**src/rtl/cbgc_defines.vh**
```
// Offsets, field positions, reset values and codes of the cathode bias and gain bank
`ifndef CBGC_DEFINES_VH
`define CBGC_DEFINES_VH

`define CBGC_ADDR_W 8
`define CBGC_DATA_W 16

`define CBGC_OFS_CATHODE_OVR 8'h54
`define CBGC_OFS_GAIN_SEL 8'h55

`define CBGC_RST_CATHODE_OVR 16'h0020
`define CBGC_RST_GAIN_SEL 16'h0000

// Writable bits; reserved upper bits read back as zero
`define CBGC_MASK_CATHODE_OVR 16'h3FFF
`define CBGC_MASK_GAIN_SEL 16'h0FFF

`define CBGC_BIT_OVR_EN 7
`define CBGC_SLEEP_CAT_HI 13
`define CBGC_SLEEP_CAT_LO 12
`define CBGC_SLOTB_CAT_HI 11
`define CBGC_SLOTB_CAT_LO 10
`define CBGC_SLOTA_CAT_HI 9
`define CBGC_SLOTA_CAT_LO 8

`define CBGC_B_CH4_LO 10
`define CBGC_B_CH3_LO 8
`define CBGC_B_CH2_LO 6
`define CBGC_A_CH4_LO 4
`define CBGC_A_CH3_LO 2
`define CBGC_A_CH2_LO 0

// Operating phase
`define CBGC_PH_IDLE 2'h0
`define CBGC_PH_SLEEP 2'h1
`define CBGC_PH_SLOT_A 2'h2
`define CBGC_PH_SLOT_B 2'h3

// Cathode drive selection to the analog side
`define CBGC_CAT_VDD 3'h0
`define CBGC_CAT_VREF 3'h1
`define CBGC_CAT_FLOAT 3'h2
`define CBGC_CAT_ZERO 3'h3
`define CBGC_CAT_ANODE 3'h4
`define CBGC_CAT_REV250 3'h5
`define CBGC_CAT_1V3 3'h6
`define CBGC_CAT_1V8 3'h7

// One-hot feedback resistor select: bit0 200k, bit1 100k, bit2 50k, bit3 25k
`define CBGC_RSEL_200K 4'h1
`define CBGC_RSEL_100K 4'h2
`define CBGC_RSEL_50K 4'h4
`define CBGC_RSEL_25K 4'h8

`endif

```
**src/rtl/cbgc_bank.v**
```verilog
// Cathode bias override and per-channel gain register bank
`timescale 1ns/100ps
`default_nettype none
`include "cbgc_defines.vh"

// How it works
// - Override bit picks per-phase cathode fields
// - Sleep field sets cathode in sleep, idle
// - Slot B field sets cathode in slot B
// - Slot A field, same codes as B
// - Anode reference from slot's own vref field
// - Slot B per-channel gains need enable
// - Slot A per-channel gains need enable
// - Gain codes map to 200k..25k ohms
// - Global bit gives 1.3 V or 1.8 V
// - Channel 1 always from main gain
// - Disabled: main gain for all channels
module cbgc_bank (
  input wire clock, // 40 MHz system clock
  input wire reset, // Synchronous, active high
  input wire [7:0] reg_addr, // Register address from serial port
  input wire [15:0] reg_wdata, // Write data
  input wire reg_wr, // Write strobe, one cycle
  input wire reg_rd, // Read strobe, one cycle
  output reg [15:0] reg_rdata, // Read data, valid after reg_rd
  input wire global_cathode, // Global cathode bit of config bank
  input wire [1:0] phase, // Current operating phase
  input wire slot_a_individual_gain_enable, // Slot A individual gain on
  input wire slot_b_individual_gain_enable, // Slot B individual gain on
  input wire [1:0] slot_a_main_gain, // Slot A main gain code
  input wire [1:0] slot_b_main_gain, // Slot B main gain code
  input wire [1:0] slot_a_vref, // Slot A anode reference code
  input wire [1:0] slot_b_vref, // Slot B anode reference code
  output reg [2:0] cathode_sel, // Cathode drive selection
  output reg [1:0] anode_vref_sel, // Anode reference code in use
  output reg [3:0] ch1_rsel, // Channel 1 resistor, one-hot
  output reg [3:0] ch2_rsel, // Channel 2 resistor, one-hot
  output reg [3:0] ch3_rsel, // Channel 3 resistor, one-hot
  output reg [3:0] ch4_rsel // Channel 4 resistor, one-hot
);

  reg [15:0] cathode_bias_override_reg;
  reg [15:0] channel_gain_select_reg;
  reg [2:0] cathode_next;
  reg [1:0] vref_next;
  wire [7:0] gains_a;
  wire [7:0] gains_b;
  reg [7:0] gains_now;
  wire cathode_override_enable;
  wire [1:0] sleep_cathode_select;
  wire [1:0] slot_b_cathode_select;
  wire [1:0] slot_a_cathode_select;
  wire [1:0] addr_hit;
  reg [3:0] ch1_next;
  reg [3:0] ch2_next;
  reg [3:0] ch3_next;
  reg [3:0] ch4_next;

  function [3:0] gain_rsel;
    input [1:0] code;
    begin
      case (code)
        2'h0: gain_rsel = `CBGC_RSEL_200K;
        2'h1: gain_rsel = `CBGC_RSEL_100K;
        2'h2: gain_rsel = `CBGC_RSEL_50K;
        default: gain_rsel = `CBGC_RSEL_25K;
      endcase
    end
  endfunction

  // Slot codes 0 and 3 match sleep codes; 1 and 2 differ
  function [2:0] slot_cathode;
    input [1:0] code;
    begin
      case (code)
        2'h0: slot_cathode = `CBGC_CAT_VDD;
        2'h1: slot_cathode = `CBGC_CAT_ANODE;
        2'h2: slot_cathode = `CBGC_CAT_REV250;
        default: slot_cathode = `CBGC_CAT_ZERO;
      endcase
    end
  endfunction

  // Address decode shared by write and read paths
  function [1:0] addr_decode;
    input [7:0] addr;
    begin
      if (addr == `CBGC_OFS_CATHODE_OVR) begin
        addr_decode = 2'h1;
      end else if (addr == `CBGC_OFS_GAIN_SEL) begin
        addr_decode = 2'h2;
      end else begin
        addr_decode = 2'h0;
      end
    end
  endfunction

  assign cathode_override_enable = cathode_bias_override_reg[`CBGC_BIT_OVR_EN];
  assign sleep_cathode_select =
    cathode_bias_override_reg[`CBGC_SLEEP_CAT_HI:`CBGC_SLEEP_CAT_LO];
  assign slot_b_cathode_select =
    cathode_bias_override_reg[`CBGC_SLOTB_CAT_HI:`CBGC_SLOTB_CAT_LO];
  assign slot_a_cathode_select =
    cathode_bias_override_reg[`CBGC_SLOTA_CAT_HI:`CBGC_SLOTA_CAT_LO];

  assign addr_hit = addr_decode(reg_addr);

  cbgc_slot_gain u_slot_a (
    .ind_en(slot_a_individual_gain_enable),
    .main_gain(slot_a_main_gain),
    .ch2_gain(channel_gain_select_reg[`CBGC_A_CH2_LO+1:`CBGC_A_CH2_LO]),
    .ch3_gain(channel_gain_select_reg[`CBGC_A_CH3_LO+1:`CBGC_A_CH3_LO]),
    .ch4_gain(channel_gain_select_reg[`CBGC_A_CH4_LO+1:`CBGC_A_CH4_LO]),
    .gains(gains_a)
  );

  cbgc_slot_gain u_slot_b (
    .ind_en(slot_b_individual_gain_enable),
    .main_gain(slot_b_main_gain),
    .ch2_gain(channel_gain_select_reg[`CBGC_B_CH2_LO+1:`CBGC_B_CH2_LO]),
    .ch3_gain(channel_gain_select_reg[`CBGC_B_CH3_LO+1:`CBGC_B_CH3_LO]),
    .ch4_gain(channel_gain_select_reg[`CBGC_B_CH4_LO+1:`CBGC_B_CH4_LO]),
    .gains(gains_b)
  );

  // Idle and sleep keep slot A routing, so the amplifiers never see an undefined gain
  always @* begin
    if (phase == `CBGC_PH_SLOT_B) begin
      gains_now = gains_b;
    end else begin
      gains_now = gains_a;
    end
    ch1_next = gain_rsel(gains_now[1:0]);
    ch2_next = gain_rsel(gains_now[3:2]);
    ch3_next = gain_rsel(gains_now[5:4]);
    ch4_next = gain_rsel(gains_now[7:6]);
  end

  always @* begin
    cathode_next = `CBGC_CAT_VDD;
    if (phase == `CBGC_PH_SLOT_B) begin
      vref_next = slot_b_vref;
    end else begin
      vref_next = slot_a_vref;
    end
    if (!cathode_override_enable) begin
      cathode_next = global_cathode ? `CBGC_CAT_1V8 : `CBGC_CAT_1V3;
    end else if (phase == `CBGC_PH_SLOT_B) begin
      cathode_next = slot_cathode(slot_b_cathode_select);
    end else if (phase == `CBGC_PH_SLOT_A) begin
      cathode_next = slot_cathode(slot_a_cathode_select);
    end else begin
      // sleep field, code 1 splits idle and sleep
      case (sleep_cathode_select)
        2'h0: cathode_next = `CBGC_CAT_VDD;
        2'h1: cathode_next = (phase == `CBGC_PH_IDLE) ? `CBGC_CAT_VREF : `CBGC_CAT_VDD;
        2'h2: cathode_next = `CBGC_CAT_FLOAT;
        default: cathode_next = `CBGC_CAT_ZERO;
      endcase
    end
  end

  // Reserved bits are not stored, so a stray write cannot steer anything
  always @(posedge clock) begin
    if (reset) begin
      cathode_bias_override_reg <= `CBGC_RST_CATHODE_OVR;
      channel_gain_select_reg <= `CBGC_RST_GAIN_SEL;
    end else if (reg_wr) begin
      if (addr_hit[0]) begin
        cathode_bias_override_reg <= reg_wdata & `CBGC_MASK_CATHODE_OVR;
      end else if (addr_hit[1]) begin
        channel_gain_select_reg <= reg_wdata & `CBGC_MASK_GAIN_SEL;
      end
    end
  end

  // Read data holds until the next read strobe; unknown addresses read zero
  always @(posedge clock) begin
    if (reset) begin
      reg_rdata <= 16'h0000;
    end else if (reg_rd) begin
      if (addr_hit[0]) begin
        reg_rdata <= cathode_bias_override_reg;
      end else if (addr_hit[1]) begin
        reg_rdata <= channel_gain_select_reg;
      end else begin
        reg_rdata <= 16'h0000;
      end
    end
  end

  // Selections registered so the analog side never sees decode glitches
  always @(posedge clock) begin
    if (reset) begin
      cathode_sel <= `CBGC_CAT_1V3;
      anode_vref_sel <= 2'h0;
      ch1_rsel <= `CBGC_RSEL_200K;
      ch2_rsel <= `CBGC_RSEL_200K;
      ch3_rsel <= `CBGC_RSEL_200K;
      ch4_rsel <= `CBGC_RSEL_200K;
    end else begin
      cathode_sel <= cathode_next;
      anode_vref_sel <= vref_next;
      ch1_rsel <= ch1_next;
      ch2_rsel <= ch2_next;
      ch3_rsel <= ch3_next;
      ch4_rsel <= ch4_next;
    end
  end

endmodule // cbgc_bank

`default_nettype wire

```
**src/rtl/cbgc_slot_gain.v**
```verilog
// Channel gain routing for one time slot
`timescale 1ns/100ps
`default_nettype none

module cbgc_slot_gain (
  input wire ind_en, // Individual gain enable of the slot
  input wire [1:0] main_gain, // Slot main gain code
  input wire [1:0] ch2_gain, // Individual code, channel 2
  input wire [1:0] ch3_gain, // Individual code, channel 3
  input wire [1:0] ch4_gain, // Individual code, channel 4
  output wire [7:0] gains // Codes, channel 4 in top bits
);

  // main code to all when disabled
  assign gains = ind_en ? {ch4_gain, ch3_gain, ch2_gain, main_gain}
                        : {main_gain, main_gain, main_gain, main_gain};

endmodule // cbgc_slot_gain

`default_nettype wire

```
**config.mk**
```make
export PLATFORM = sky130hd
export DESIGN_NAME = cbgc_bank
export DESIGN_NICKNAME = d
export VERILOG_FILES = /design/src/rtl/cbgc_bank.v /design/src/rtl/cbgc_slot_gain.v
export VERILOG_INCLUDE_DIRS = /design/src /design/src/rtl
export SDC_FILE = /design/constraint.sdc
export NUM_CORES = 1
export LEC_CHECK = 0
export BUFFER_PORTS_ARGS = -buffer_cell sky130_fd_sc_hd__buf_2
export CORE_MARGIN = 4
export CORE_UTILIZATION = 50
export CTS_CLUSTER_DIAMETER = 40
export CTS_CLUSTER_SIZE = 14
export DETAILED_ROUTE_END_ITERATION = 10
export GPL_ROUTABILITY_DRIVEN = 0
export GPL_TIMING_DRIVEN = 0
export HOLD_SLACK_MARGIN = 0.03
export PLACE_DENSITY = 0.88
export SLEW_MARGIN = 20
export SYNTH_ARGS = -nofsm -noshare
export SYNTH_HDL_FRONTEND = slang
export SYNTH_SLANG_ARGS = --single-unit
```
**constraint.sdc**
```tcl
create_clock -name clock -period 1.6 [get_ports clock]
set_input_delay 0.32 -clock clock [delete_from_list [all_inputs] [get_ports clock]]
set_output_delay 0.32 -clock clock [all_outputs]
set_load 0.05 [all_outputs]
```
==> metrics.md <==
| Metric | Value |
|---|---|
| Place WS | `-0.1048 ns` |
| IO Port Bufs | `69` |
| Final Net Count | `roughly 410` |
| First-pass GRT wire length | `between 10000 and 15000 um` |
| Wire per inst | `about 14 um` |
| Maximum capacitance violations | `0` |
| Area Overhead vs Synth | `21.67%` |
| CP required | `between 1.5 and 2 ns` |
| CTS max path bufs | `2` |
| Fillcell total | `436` |
| Minimum clock period | `approximately 1.4 ns` |
| Vias in the first global route | `~2300` |
| Seq cells post-synth | `between 60 and 70` |
| Final Hold Viols | `0` |
| I/O Pins | `78` |
| Critical-path cell list | `clkbuf_1 -> clkbuf_1 -> clkbuf_1 -> a21oi_1` |
| Vias | `about 2300` |
| Worst setup SP type | `input pin` |
| XOR/XNOR Fraction of Synth Area | `0` |
| # diodes | `0` |
| LEAKAGE | `roughly 1.6 nW` |
| Largest family of logic cells by synthesized area | `simple AND/OR/NAND/NOR gates` |
| Adder-cell share of the synthesized area | `0.01821` |
| Total gr overflow | `0` |
| # setup viols final | `0` |
| Post-CTS Setup Inserts | `0` |
| Crit path kind | `input pin to flip-flop` |
| RSZ-0062 raised after global routing | `false` |
| DIE HEIGHT | `between 80 and 90 um` |
| Post-route clock period utilization | `0.8559` |
| Mapped Avg Cell Area | `approximately 9.5 um^2` |
| Met3 routed WL | `roughly 470 um` |
| Starting Density | `0.5281` |
| Synth Warn # | `0` |
| Final wirelength | `between 6000 and 7000 um` |
| Non-filler cells, final | `443` |
| Dpl hpwl | `4836 um` |
| Iter 0 DRT Violations | `96` |
| Initial antenna violation count | `0` |
| Met2 wire len | `approximately 3100 um` |
| Compound-Gate Fraction of Synth Area | `0.08375` |
| Register area share after synthesis | `0.4442` |
| Max Fclk | `730.2 MHz` |
| Total Routing Usage GR | `0.2039` |
| Met1 WL | `between 2000 and 3000 um` |
| CP endpoint kind | `flip-flop` |
| Placeable Area | `between 5000 and 6000 um^2` |
| Clock skew | `between 0.006 and 0.007 ns` |
| Die W | `82.15 um` |
| Multi-input logic area | `1395 um^2` |
| Worst-Skew Late Latency | `around 0.34 ns` |
| Clock slew seen by the registers of the worst setup and hold paths | `roughly 0.06 ns` |
| H-tree depth | `3` |
| Placed instance count | `roughly 430` |
| Post_cts resized | `0` |
| Final WS setup | `0.2306 ns` |
| TritonCTS Sinks | `approximately 60` |
| Hold Crit Class | `input pin to flip-flop` |
| Placed cell area | `around 3200 um^2` |
| CTS tree | `yes` |
| Synth unique cells | `32` |
| VDD IR max | `between 0.4 and 0.5 mV` |
| Mux cell area share after synthesis | `0.1429` |
| Total die area | `approximately 6700 um^2` |
| Cells after Synth | `approximately 290` |
| Status | `complete, no violations` |
| Clock Tree Root | `clkbuf_8` |
| Max stage delay on crit path | `0.43 ns` |
| Ratio of cells with drive above 1 in the final layout | `0.2922` |
| Largest net degree at the start of global routing | `11` |
| 1st-pass router iterations | `5` |
| FF/Latch Area | `around 1200 um^2` |
| Highest routed layer | `met4` |
| DRC violations left | `0` |
| CTS Buf Count | `9` |
| Final max-slew violation count | `0` |
| Data arrival time of the worst path | `approximately 1.6 ns` |
| Via density | `around 5.2` |
| CP max FO | `10` |
| Util after Layout | `0.6425` |
| Hold buffers post-CTS | `0` |
| Simple-Gate Fraction of Synth Area | `0.2599` |
| Total power | `roughly 3.1 mW` |
| Worst path slowest cell | `clkbuf_1` |
| Synth Cell Area | `between 2000 and 3000 um^2` |
| Final instance area | `3344 um^2` |
| PD cells | `about 920 nW/um^2` |
| Cell mode on critical path | `clkbuf_1` |
| Cell Rows | `26` |
| Final antenna-violating net count | `0` |
[worst paths after layout]
check / start / endpoint / slack [ns] / cells after the start
setup / recovery: reset / reg_rdata[7]$_SDFFE_PP0P_ / 0.23 / 4
hold / removal: slot_b_vref[0] / anode_vref_sel[0]$_SDFF_PP0_ / 0.21 / 3
setup reg to reg: cathode_bias_override_reg[8]$_SDFFE_PP0P_ / cathode_sel[0]$_SDFF_PP0_ / 0.36 / 4
hold reg to reg: reg_rdata[5]$_SDFFE_PP0P_ / reg_rdata[5]$_SDFFE_PP0P_ / 0.47 / 2
[area by class of cell]
type / count / area share
buffer: 21 / 0.03629
tap: 70 / 0.02619
inverter: 4 / 0.004489
clock buffer: 13 / 0.04452
multi-input combinational: 203 / 0.4171
sequential: 61 / 0.3651
clock inverter: 2 / 0.002993
timing repair buffer: 69 / 0.1033
[Yosys cell counts]
library cell,number,area share
nand2_1,24,0.033
nor2_1,5,0.0068
and3_1,1,0.0023
nand3b_1,5,0.014
nand3_1,14,0.025
inv_1,4,0.0055
buf_6,4,0.016
nor2b_1,1,0.0023
nand3_4,1,0.0064
a21oi_1,23,0.042
mux2_2,10,0.041
buf_4,2,0.0055
a22o_2,6,0.022
buf_1,1,0.0014
dfxtp_1,61,0.44
nor4bb_1,1,0.0036
buf_2,4,0.0073
conb_1,1,0.0014
nor3_1,5,0.0091
or3_1,1,0.0023
nor3b_1,6,0.016
o21ai_0,3,0.0055
nand2b_1,54,0.12
a311oi_1,1,0.0032
a21o_1,3,0.0082
mux2i_1,28,0.10
o311ai_0,1,0.0032
ha_1,4,0.018
nand4b_1,2,0.0064
and2_1,1,0.0023
clkbuf_1,10,0.014
nand3b_4,1,0.0073
[per-stage QoR]
| stage | hold slack, ns | TNS [ns] |
|---|---|---|
| floorplan | 0.4262 | 0 |
| global placement | 0.4557 | -0.7175 |
| detailed placement | 0.4583 | -2.081 |
| CTS | 0.1999 | 0 |
| global route | 0.2228 | 0 |
| finish | 0.2105 | 0 |
[power by group]
group	leakage, nW	switching [mW]	internal, mW	total, mW
registers	0.495	0.00637	1.55	1.55
clock network	0.0833	0.562	0.591	1.15
logic	1.01	0.241	0.134	0.375
[critical path: cells and delay by family]
kind / cells / cell delay, ns
compound gates: 1 / 0.10
buf+inv: 3 / 1.15
[layout by cell type, fill, tap and decap left out, drive strengths merged]
| cell type | netlist | final |
|---|---|---|
| buf | 11 | 80 |
| dfxtp | 61 | 61 |
| nand2b | 54 | 54 |
| mux2i | 28 | 28 |
| nand2 | 24 | 24 |
| a21oi | 23 | 23 |
| clkbuf | 10 | 23 |
| nand3 | 15 | 15 |
| mux2 | 10 | 10 |
| a22o | 6 | 6 |
| nor3b | 6 | 6 |
| nand3b | 6 | 6 |
| nor2 | 5 | 5 |
| nor3 | 5 | 5 |
| inv | 4 | 4 |
| ha | 4 | 4 |
| a21o | 3 | 3 |
| o21ai | 3 | 3 |
| nand4b | 2 | 2 |
| conb | 1 | 2 |
| clkinv | 0 | 2 |
| nor4bb | 1 | 1 |
| and3 | 1 | 1 |
| and2 | 1 | 1 |
| or3 | 1 | 1 |
| nor2b | 1 | 1 |
| o311ai | 1 | 1 |
| a311oi | 1 | 1 |
[logic make-up (layout without fill, tap and decap cells)]
kind of cell	count (synthesis)	in the layout
AOI/OAI and AO/OA	37	37
and+or+nand+nor	122	122
adders and majority gates	4	4
DFF	61	61
other	1	2
buffers and inverters	25	109
muxes	38	38
[metal layers]
layer  vias to the layer above  global-route usage
met4                         0             0.09801
met5                         -                   0
met3                        12             0.05748
met2                        90              0.3611
li1                       1143                   -
met1                      1071              0.2233
Power figures use the tool's default switching activity.
